`src/design/dcf_pkg.sv`:
```
// shared constants and types for the 9-bit synchronous fifo
package dcf_pkg;
    // data path width
    localparam int DCF_DATA_W = 9;
    // documented default depth
    localparam int DCF_DEPTH_DEF = 64;
    // each offset register is one byte wide
    localparam int DCF_OFS_W = 8;
    // an offset is formed from a low and a high byte
    localparam int DCF_OFS_SUM_W = 16;
    // offset defaults: empty and full offsets both seven words
    localparam logic [7:0] DCF_OFS_LO_RST = 8'h07;
    localparam logic [7:0] DCF_OFS_HI_RST = 8'h00;
    // mode captured during reset
    localparam logic DCF_MODE_PROG = 1'b0;
    localparam logic DCF_MODE_TWO_EN = 1'b1;

    // offset register selector, walked by successive offset writes
    typedef enum logic [3:0] {
        DCF_SEL_EMPTY_LO = 4'h1,
        DCF_SEL_EMPTY_HI = 4'h2,
        DCF_SEL_FULL_LO = 4'h4,
        DCF_SEL_FULL_HI = 4'h8
    } dcf_sel_t;
endpackage

```
`src/design/dcf_buffer.sv`:
```
// parameterised storage fifo with valid/ready on both sides
`timescale 1ns/1ps
`default_nettype none
module dcf_buffer #(
    parameter int WIDTH = 9,
    parameter int DEPTH = 16,
    parameter int LVL_W = $clog2(DEPTH + 1),
    parameter int PTR_W = (DEPTH > 1) ? $clog2(DEPTH) : 1
) (
    input wire logic clk,
    input wire logic rst,
    input wire logic in_valid,
    output logic in_ready,
    input wire logic [WIDTH-1:0] in_data,
    output logic out_valid,
    input wire logic out_ready,
    output logic [WIDTH-1:0] out_data,
    output logic [LVL_W-1:0] level
);
    localparam logic [LVL_W-1:0] FULL_LVL = LVL_W'(DEPTH);
    localparam logic [PTR_W-1:0] LAST_PTR = PTR_W'(DEPTH - 1);

    logic [WIDTH-1:0] mem_q [DEPTH];
    logic [PTR_W-1:0] wr_ptr_q;
    logic [PTR_W-1:0] rd_ptr_q;
    logic [LVL_W-1:0] level_q;
    logic push;
    logic pop;

    // handshakes; ready drops when full so the source stalls
    assign in_ready = (level_q != FULL_LVL);
    assign out_valid = (level_q != '0);
    assign push = in_valid & in_ready;
    assign pop = out_valid & out_ready;
    assign out_data = mem_q[rd_ptr_q];
    assign level = level_q;

    // storage array, no reset needed on the contents
    always_ff @(posedge clk)
    begin
        if (push)
        begin
            mem_q[wr_ptr_q] <= in_data;
        end
    end

    // write pointer, wraps for any depth not only powers of two
    always_ff @(posedge clk)
    begin
        if (rst)
            wr_ptr_q <= '0;
        else if (push)
            wr_ptr_q <= (wr_ptr_q == LAST_PTR) ? '0 : wr_ptr_q + 1'b1;
    end

    // read pointer
    always_ff @(posedge clk)
    begin
        if (rst)
            rd_ptr_q <= '0;
        else if (pop)
            rd_ptr_q <= (rd_ptr_q == LAST_PTR) ? '0 : rd_ptr_q + 1'b1;
    end

    // fill level, push and pop together leave it unchanged
    always_ff @(posedge clk)
    begin
        if (rst)
            level_q <= '0;
        else if (push && !pop)
            level_q <= level_q + 1'b1;
        else if (pop && !push)
            level_q <= level_q - 1'b1;
    end
endmodule // dcf_buffer
`default_nettype wire

```
`src/design/dcf_fifo_top.sv`:
```
// 9-bit synchronous fifo with programmable almost-empty/almost-full flags
// Contract
// - prog mode: enable a low, not full writes
// - two-enable mode: a low, b high, not full
// - back-to-back writes, one word per cycle
// - dual pin level during reset selects mode
// - writes ignored while full flag low
// - read advances when both enables low, nonempty
// - load strobe writes selected offset register
// - load strobe read shows selected offset register
// - empty flag low exactly when no words
// - full flag low exactly when all locations used
// - almost-empty low when count at or below n
// - almost-full low when free at or below m
// - reset empties fifo and asserts empty flags
// - output enable low drives data bus
// - read and write share one clock
// - data in and out nine bits
// - depth parameter from 64 to 8K
// - both offsets default to seven words
// - offset writes cycle four registers, resume
// - empty fifo keeps last read word
`timescale 1ns/1ps
`default_nettype none
module dcf_fifo_top
    import dcf_pkg::*;
#(
    parameter int DEPTH = DCF_DEPTH_DEF,
    parameter int LVL_W = $clog2(DEPTH + 1)
) (
    input wire logic ref_clk,
    input wire logic rst,
    input wire logic [DCF_DATA_W-1:0] din,
    input wire logic wr_en_a_n,
    input wire logic wr_en_b_or_load,
    input wire logic rd_en_a_n,
    input wire logic rd_en_b_n,
    input wire logic oe_n,
    output logic [DCF_DATA_W-1:0] dout,
    output logic dout_oe,
    output logic empty_n,
    output logic full_n,
    output logic almost_empty_n,
    output logic almost_full_n
);
    localparam logic [DCF_OFS_SUM_W-1:0] DEPTH_W = DCF_OFS_SUM_W'(DEPTH);

    logic mode_q;
    logic offset_load_n;
    logic load_active;
    logic wr_req;
    logic rd_req;
    logic push;
    logic pop;
    logic ofs_wr;
    logic ofs_rd;
    logic buf_in_ready;
    logic buf_out_valid;
    logic [DCF_DATA_W-1:0] buf_out_data;
    logic [LVL_W-1:0] level;
    logic [DCF_OFS_SUM_W-1:0] lvl_nxt;
    logic [DCF_OFS_SUM_W-1:0] free_nxt;
    logic [DCF_OFS_SUM_W-1:0] empty_ofs;
    logic [DCF_OFS_SUM_W-1:0] full_ofs;
    logic [DCF_OFS_W-1:0] ofs_q [4];
    logic [DCF_OFS_W-1:0] ofs_sel_val;
    dcf_sel_t sel_q;
    logic [DCF_DATA_W-1:0] dout_q;
    logic dout_oe_q;
    logic empty_n_q;
    logic full_n_q;
    logic almost_empty_n_q;
    logic almost_full_n_q;

    // map a selector state onto its offset register slot
    function automatic logic [1:0] sel_index(input dcf_sel_t s);
        unique case (s)
            DCF_SEL_EMPTY_LO: sel_index = 2'h0;
            DCF_SEL_EMPTY_HI: sel_index = 2'h1;
            DCF_SEL_FULL_LO: sel_index = 2'h2;
            DCF_SEL_FULL_HI: sel_index = 2'h3;
            default: sel_index = 2'h0;
        endcase
    endfunction

    always_ff @(posedge ref_clk)
    begin
        if (rst)
            mode_q <= wr_en_b_or_load;
    end

    // the dual pin acts as active-low load strobe only in prog mode
    assign offset_load_n = wr_en_b_or_load;
    assign load_active = (mode_q == DCF_MODE_PROG) && !offset_load_n;

    // second enable may come from expansion logic
    assign wr_req = !rst && !wr_en_a_n &&
        ((mode_q == DCF_MODE_TWO_EN) ? wr_en_b_or_load : !load_active);

    // one push per cycle while enabled
    assign push = wr_req && full_n_q && buf_in_ready;

    assign rd_req = !rst && !rd_en_a_n && !rd_en_b_n;
    assign pop = rd_req && !load_active && empty_n_q && buf_out_valid;

    assign ofs_wr = !rst && load_active && !wr_en_a_n;
    assign ofs_rd = rd_req && load_active;

    // nine-bit storage with back-pressure from the full side
    dcf_buffer #(
        .WIDTH(DCF_DATA_W),
        .DEPTH(DEPTH),
        .LVL_W(LVL_W)
    ) u_buf (
        .clk(ref_clk),
        .rst(rst),
        .in_valid(push),
        .in_ready(buf_in_ready),
        .in_data(din),
        .out_valid(buf_out_valid),
        .out_ready(pop),
        .out_data(buf_out_data),
        .level(level)
    );

    // shared clock, so flags come straight from next level
    // simultaneous push and pop in one cycle
    assign lvl_nxt = DCF_OFS_SUM_W'(level) + DCF_OFS_SUM_W'(push) - DCF_OFS_SUM_W'(pop);
    assign free_nxt = DEPTH_W - lvl_nxt;
    assign empty_ofs = {ofs_q[1], ofs_q[0]};
    assign full_ofs = {ofs_q[3], ofs_q[2]};
    assign ofs_sel_val = ofs_q[sel_index(sel_q)];

    // offset selector walks four registers, wraps
    always_ff @(posedge ref_clk)
    begin
        if (rst)
            sel_q <= DCF_SEL_EMPTY_LO;
        else if (ofs_wr)
        begin
            unique case (sel_q)
                DCF_SEL_EMPTY_LO: sel_q <= DCF_SEL_EMPTY_HI;
                DCF_SEL_EMPTY_HI: sel_q <= DCF_SEL_FULL_LO;
                DCF_SEL_FULL_LO: sel_q <= DCF_SEL_FULL_HI;
                DCF_SEL_FULL_HI: sel_q <= DCF_SEL_EMPTY_LO;
                default: sel_q <= DCF_SEL_EMPTY_LO;
            endcase
        end
    end

    // offset register load from din low byte
    always_ff @(posedge ref_clk)
    begin
        if (rst)
        begin
            ofs_q[0] <= DCF_OFS_LO_RST;
            ofs_q[1] <= DCF_OFS_HI_RST;
            ofs_q[2] <= DCF_OFS_LO_RST;
            ofs_q[3] <= DCF_OFS_HI_RST;
        end
        else if (ofs_wr)
            ofs_q[sel_index(sel_q)] <= din[DCF_OFS_W-1:0];
    end

    // output register holds last word when nothing is read
    // offset contents on read with load low
    always_ff @(posedge ref_clk)
    begin
        if (rst)
            dout_q <= '0;
        else if (ofs_rd)
            dout_q <= {1'b0, ofs_sel_val};
        else if (pop)
            dout_q <= buf_out_data;
    end

    // bus drive follows output enable, one cycle late
    always_ff @(posedge ref_clk)
    begin
        if (rst)
            dout_oe_q <= 1'b0;
        else
            dout_oe_q <= !oe_n;
    end

    always_ff @(posedge ref_clk)
    begin
        if (rst)
            empty_n_q <= 1'b0;
        else
            empty_n_q <= (lvl_nxt != '0);
    end

    always_ff @(posedge ref_clk)
    begin
        if (rst)
            full_n_q <= 1'b1;
        else
            full_n_q <= (lvl_nxt != DEPTH_W);
    end

    always_ff @(posedge ref_clk)
    begin
        if (rst)
            almost_empty_n_q <= 1'b0;
        else
            almost_empty_n_q <= (lvl_nxt > empty_ofs);
    end

    always_ff @(posedge ref_clk)
    begin
        if (rst)
            almost_full_n_q <= 1'b1;
        else
            almost_full_n_q <= (free_nxt > full_ofs);
    end

    // outputs straight from flops
    assign dout = dout_q;
    assign dout_oe = dout_oe_q;
    assign empty_n = empty_n_q;
    assign full_n = full_n_q;
    assign almost_empty_n = almost_empty_n_q;
    assign almost_full_n = almost_full_n_q;

    AST_PROG_WRITE: assert property (@(posedge ref_clk) disable iff (rst)
        (mode_q == DCF_MODE_PROG) && !wr_en_a_n && offset_load_n && full_n && !pop
        |=> level == $past(level) + 1'b1)
        else $error("prog-mode write did not store a word");

    AST_TWO_EN_GATE: assert property (@(posedge ref_clk) disable iff (rst)
        (mode_q == DCF_MODE_TWO_EN) && !wr_en_b_or_load
        |=> level <= $past(level))
        else $error("write taken with second enable low");

    AST_FULL_BLOCKS_WRITE: assert property (@(posedge ref_clk) disable iff (rst)
        !full_n && !pop |=> $stable(level))
        else $error("level changed while full");

    AST_EMPTY_FLAG: assert property (@(posedge ref_clk) disable iff (rst)
        empty_n == (level != '0))
        else $error("empty flag disagrees with level");

    AST_FULL_FLAG: assert property (@(posedge ref_clk) disable iff (rst)
        full_n == (DCF_OFS_SUM_W'(level) != DEPTH_W))
        else $error("full flag disagrees with level");

    // almost-empty against the offset when it did not just change
    AST_ALMOST_EMPTY: assert property (@(posedge ref_clk) disable iff (rst)
        !$past(ofs_wr) |-> almost_empty_n == (DCF_OFS_SUM_W'(level) > empty_ofs))
        else $error("almost-empty flag wrong");

    AST_ALMOST_FULL: assert property (@(posedge ref_clk) disable iff (rst)
        !$past(ofs_wr) |-> almost_full_n == ((DEPTH_W - DCF_OFS_SUM_W'(level)) > full_ofs))
        else $error("almost-full flag wrong");

    AST_RESET_EMPTY: assert property (@(posedge ref_clk)
        rst |=> !empty_n && !almost_empty_n && full_n && level == '0)
        else $error("reset did not empty the fifo");

    // reads on empty keep the output word
    AST_HOLD_EMPTY: assert property (@(posedge ref_clk) disable iff (rst)
        !empty_n && rd_req && !load_active |=> $stable(dout))
        else $error("output changed on an empty read");

    // selector wraps after the fourth register
    AST_OFS_WRAP: assert property (@(posedge ref_clk) disable iff (rst)
        ofs_wr && sel_q == DCF_SEL_FULL_HI |=> sel_q == DCF_SEL_EMPTY_LO)
        else $error("offset selector did not wrap");

    AST_OE_FOLLOW: assert property (@(posedge ref_clk) disable iff (rst)
        !oe_n |=> dout_oe)
        else $error("data outputs not driven");

    // a legal read advances the output to the head word
    AST_READ_ADV: assert property (@(posedge ref_clk) disable iff (rst)
        pop |=> dout == $past(buf_out_data))
        else $error("read did not present head word");
endmodule // dcf_fifo_top
`default_nettype wire

```
`config.mk`:
```
export PLATFORM = sky130hd
export DESIGN_NAME = dcf_fifo_top
export DESIGN_NICKNAME = d
export VERILOG_FILES = /design/src/design/dcf_pkg.sv /design/src/design/dcf_buffer.sv /design/src/design/dcf_fifo_top.sv
export SDC_FILE = /design/constraint.sdc
export NUM_CORES = 1
export LEC_CHECK = 0
export BUFFER_PORTS_ARGS = -buffer_cell sky130_fd_sc_hd__buf_4
export CAP_MARGIN = 5
export CORE_MARGIN = 4
export CORE_UTILIZATION = 23
export DETAILED_ROUTE_END_ITERATION = 12
export MAX_ROUTING_LAYER = met4
export PLACE_DENSITY = 0.44
export SYNTH_ARGS = -nofsm -noshare
export SYNTH_HDL_FRONTEND = slang
export SYNTH_HIERARCHICAL = 1
export SYNTH_SLANG_ARGS = --single-unit
```
`constraint.sdc`:
```
create_clock -name ref_clk -period 8.2 [get_ports ref_clk]
set_input_delay 2.46 -clock ref_clk [delete_from_list [all_inputs] [get_ports ref_clk]]
set_output_delay 2.46 -clock ref_clk [all_outputs]
set_load 0.02 [all_outputs]
```
==> run metrics <==
outcome=finished, final reports clean; Place WS=0.671 ns; largest net degree at the start of global routing=82; pwr dens=242 mW/mm²; CP Cell Sequence=buf_4 -> or3_1 -> or3_1 -> inv_4 -> ha_1 -> inv_1 -> ha_1 -> inv_1 -> fa_1 -> and2b_1 -> o211ai_1 -> a211o_1 -> inv_2 -> o41ai_2 -> a21oi_1 -> ha_1 -> a21o_1 -> a21o_1 -> a21oi_1 -> o211ai_1 -> a311oi_1 -> a211oi_1; VDD IR-drop max=119 µV; Async SR Flop Fraction=0; syn_nets=1656; Hold-fix buffers, CTS=0; most frequent cells in the layout=609 x edfxtp_1, 128 x mux4_2, 119 x nor2_1; row cnt=126; setup tns final=0 ns; Fillers=approximately 12000; core region area=0.118 mm²; clock skew=0.0170 ns; grt total ovfl=0; Max Freq=roughly 140 MHz; Port Buffers=29; vias in the first global route=14500; CP Class=input pin to register; Syn. warnings=6; Post-Syn Area per Cell=between 15 and 20 µm²; FF+latch count, synth=652; H-Tree Depth=3; I/O pin count=30; CTS tree=built; CP max stage cell=or3_1; CP max stage delay=0.58 ns; Clock Latency Late Sink=~0.62 ns; Final #Nets=1689; EDFF count, synth=between 600 and 700; final wirelength=about 70000 µm; clock root buffer=clkbuf_16; # setup viols final=0; die height=353 µm; ys flop type=edfxtp_1; fin crit period=6.95 ns; WP data required=8.68 ns; drt drc=0; Reg area=0.0192 mm²; Hold Fails Final Rpt=0; multi-input logic area=about 0.0075 mm²; setup bufs post-CTS=0; slew margin rel.=0.241; initial cell density of the core=0.232; initial antenna violation count=1; DP Wirelength=41900 µm; Post-DRT Antenna Nets=0; dpl cells=3087; Final Max Tran Viols=0; period utilization=0.847; Leak=9.63 nW; die area=0.125 mm²; Max Root-Sink Buffers=3; combinational share of power=0.120; Switching Share=0.244; Synth Cell Area=~0.027 mm²; PnR worst setup slack=between 1 and 1.5 ns; Max Cap Violations=0; Iter 0 DRT Violations=~1100; Crit. End Element=register; first-pass GRT wire length=102000 µm; P_sw=1.84 mW; TritonRoute pass-1 iters=5; worst-path fanout max=9; CTS Buf Count=68; Post-CTS Resized=0; clock sinks=652; final cell count without fillers=approximately 3200; fraction of layout cells with a size suffix above 1=0.173; RSZ-0062 raised after global routing=no; Cell variety after synth=76; Startpoint Class=input pin; vias per inst=approximately 4.5; Area Overhead vs Synth=14.2%; Final GP Congestion=between 0.8 and 0.9; GRT Overall Usage=0.113; worst hold path type=register to register; clock slew at reported path FFs=approximately 0.060 ns; Routed WL per cell=21.7 µm; Power Total=7.55 mW; critical path data arrival time=7.43 ns; Sequential Power Share=0.488; Die Span X=353 µm; commonest non-fill, non-tap cell in the layout=edfxtp_1; clock share of power=0.391; Seq/Total Area, Yosys=0.700; Int Pwr=5.71 mW; Worst-Margin Slew=roughly 1.1 ns; Cells after Synth=1588; via count=between 10000 and 15000; most used cell, CP=ha_1
## final timing paths
kind                     start            end  slack, ns  cells after the start
max                        rst  almost_full_n       1.25                     22
min          u_buf/rd_ptr_q[1]       register       0.50                      2
max reg2reg     u_buf/level[3]  almost_full_n       2.46                     23
min reg2reg  u_buf/rd_ptr_q[1]       register       0.50                      2
## area by class of cell
cell class	instances	area share
tap	1536	0.0615
multi-input combinational	804	0.240
sequential	652	0.613
clock inverter	32	0.0106
inverter	57	0.00693
clock buffer	89	0.0570
antenna	2	0.000160
timing repair buffer	38	0.00993
## state kept, by name, summed over array words and instances (netlist names), named ones only
register        count
empty_n             1
u_buf/level         7
sel_q               4
u_buf/rd_ptr_q      6
dout                9
ofs_q              32
mode_q              1
almost_full_n       1
dout_oe             1
full_n              1
u_buf/wr_ptr_q      6
u_buf/mem_q       576
almost_empty_n      1
## synth_stat cells, types with 6 or more instances
| cell | count | share of area |
|---|---|---|
| ha_1 | 50 | 0.023 |
| edfxtp_1 | 609 | 0.67 |
| nand2_1 | 57 | 0.0078 |
| o211ai_1 | 11 | 0.0030 |
| mux4_2 | 128 | 0.11 |
| nand4_1 | 8 | 0.0018 |
| a31oi_1 | 9 | 0.0021 |
| a221oi_1 | 7 | 0.0022 |
| a211oi_1 | 14 | 0.0038 |
| buf_6 | 15 | 0.0062 |
| o21ai_0 | 19 | 0.0035 |
| buf_1 | 8 | 0.0011 |
| o221ai_1 | 10 | 0.0032 |
| mux2i_1 | 55 | 0.020 |
| or3_1 | 9 | 0.0021 |
| buf_4 | 9 | 0.0025 |
| nor2_1 | 119 | 0.016 |
| buf_2 | 18 | 0.0033 |
| a22oi_1 | 21 | 0.0058 |
| nand2b_1 | 7 | 0.0016 |
| nand3_1 | 25 | 0.0046 |
| a21o_1 | 16 | 0.0044 |
| inv_1 | 54 | 0.0074 |
| xor2_1 | 11 | 0.0035 |
| a21oi_1 | 41 | 0.0075 |
| o22ai_1 | 13 | 0.0030 |
| clkbuf_1 | 23 | 0.0032 |
| a211o_1 | 8 | 0.0026 |
| nor2b_1 | 33 | 0.0075 |
| and2_1 | 32 | 0.0073 |
| a221o_1 | 7 | 0.0026 |
| dfxtp_1 | 43 | 0.031 |
| nor3_1 | 6 | 0.0011 |
| xnor2_1 | 14 | 0.0045 |
| or2_2 | 9 | 0.0021 |
## metal layers
layer,vias up,global-route usage,wire length (µm)
met1,7472,0.156,32600
met4,0,0.0252,1270
met2,351,0.172,32200
met3,93,0.0220,3690
li1,6375,-,-
met5,-,-,0
## power by group through the flow
stage,sequential (mW),combinational [mW],clock (mW)
2_1_floorplan,3.76,0.643,0
6_report,3.69,0.909,2.95
4_1_cts,3.69,0.919,3.06
3_5_place_dp,3.76,0.913,0
5_1_grt,3.69,1.03,3.20
3_3_place_gp,3.76,0.893,0
## logic make-up after synthesis
| logic type | count (synthesis) | share of synthesized area |
|---|---|---|
| flops | 652 | 0.700 |
| fa+ha+maj | 52 | 0.0243 |
| buf+inv | 132 | 0.0256 |
| xor+xnor | 25 | 0.00800 |
| compound gates | 205 | 0.0535 |
| mux | 186 | 0.128 |
| simple gates | 336 | 0.0610 |
## worst max-delay path: cells and delay by family
family / cells / cell delay (ns)
AOI/OAI and AO/OA: 10 / 2.07
and+or+nand+nor: 3 / 1.21
adders and majority gates: 4 / 1.19
buffers and inverters: 5 / 0.50
## stage by stage
| step | cell area, µm² | hold WS (ns) | util |
|---|---|---|---|
| 4_1_cts | 31200 | 0.495 | 0.265 |
| 3_5_place_dp | 29100 | 0.483 | 0.247 |
| 3_3_place_gp | 29100 | 0.485 | 0.247 |
| 2_1_floorplan | 27400 | 0.463 | - |
| 6_report | 31200 | 0.496 | 0.265 |
| 5_1_grt | 31200 | 0.537 | 0.265 |
No activity file was read; power rests on OpenSTA's default activity.
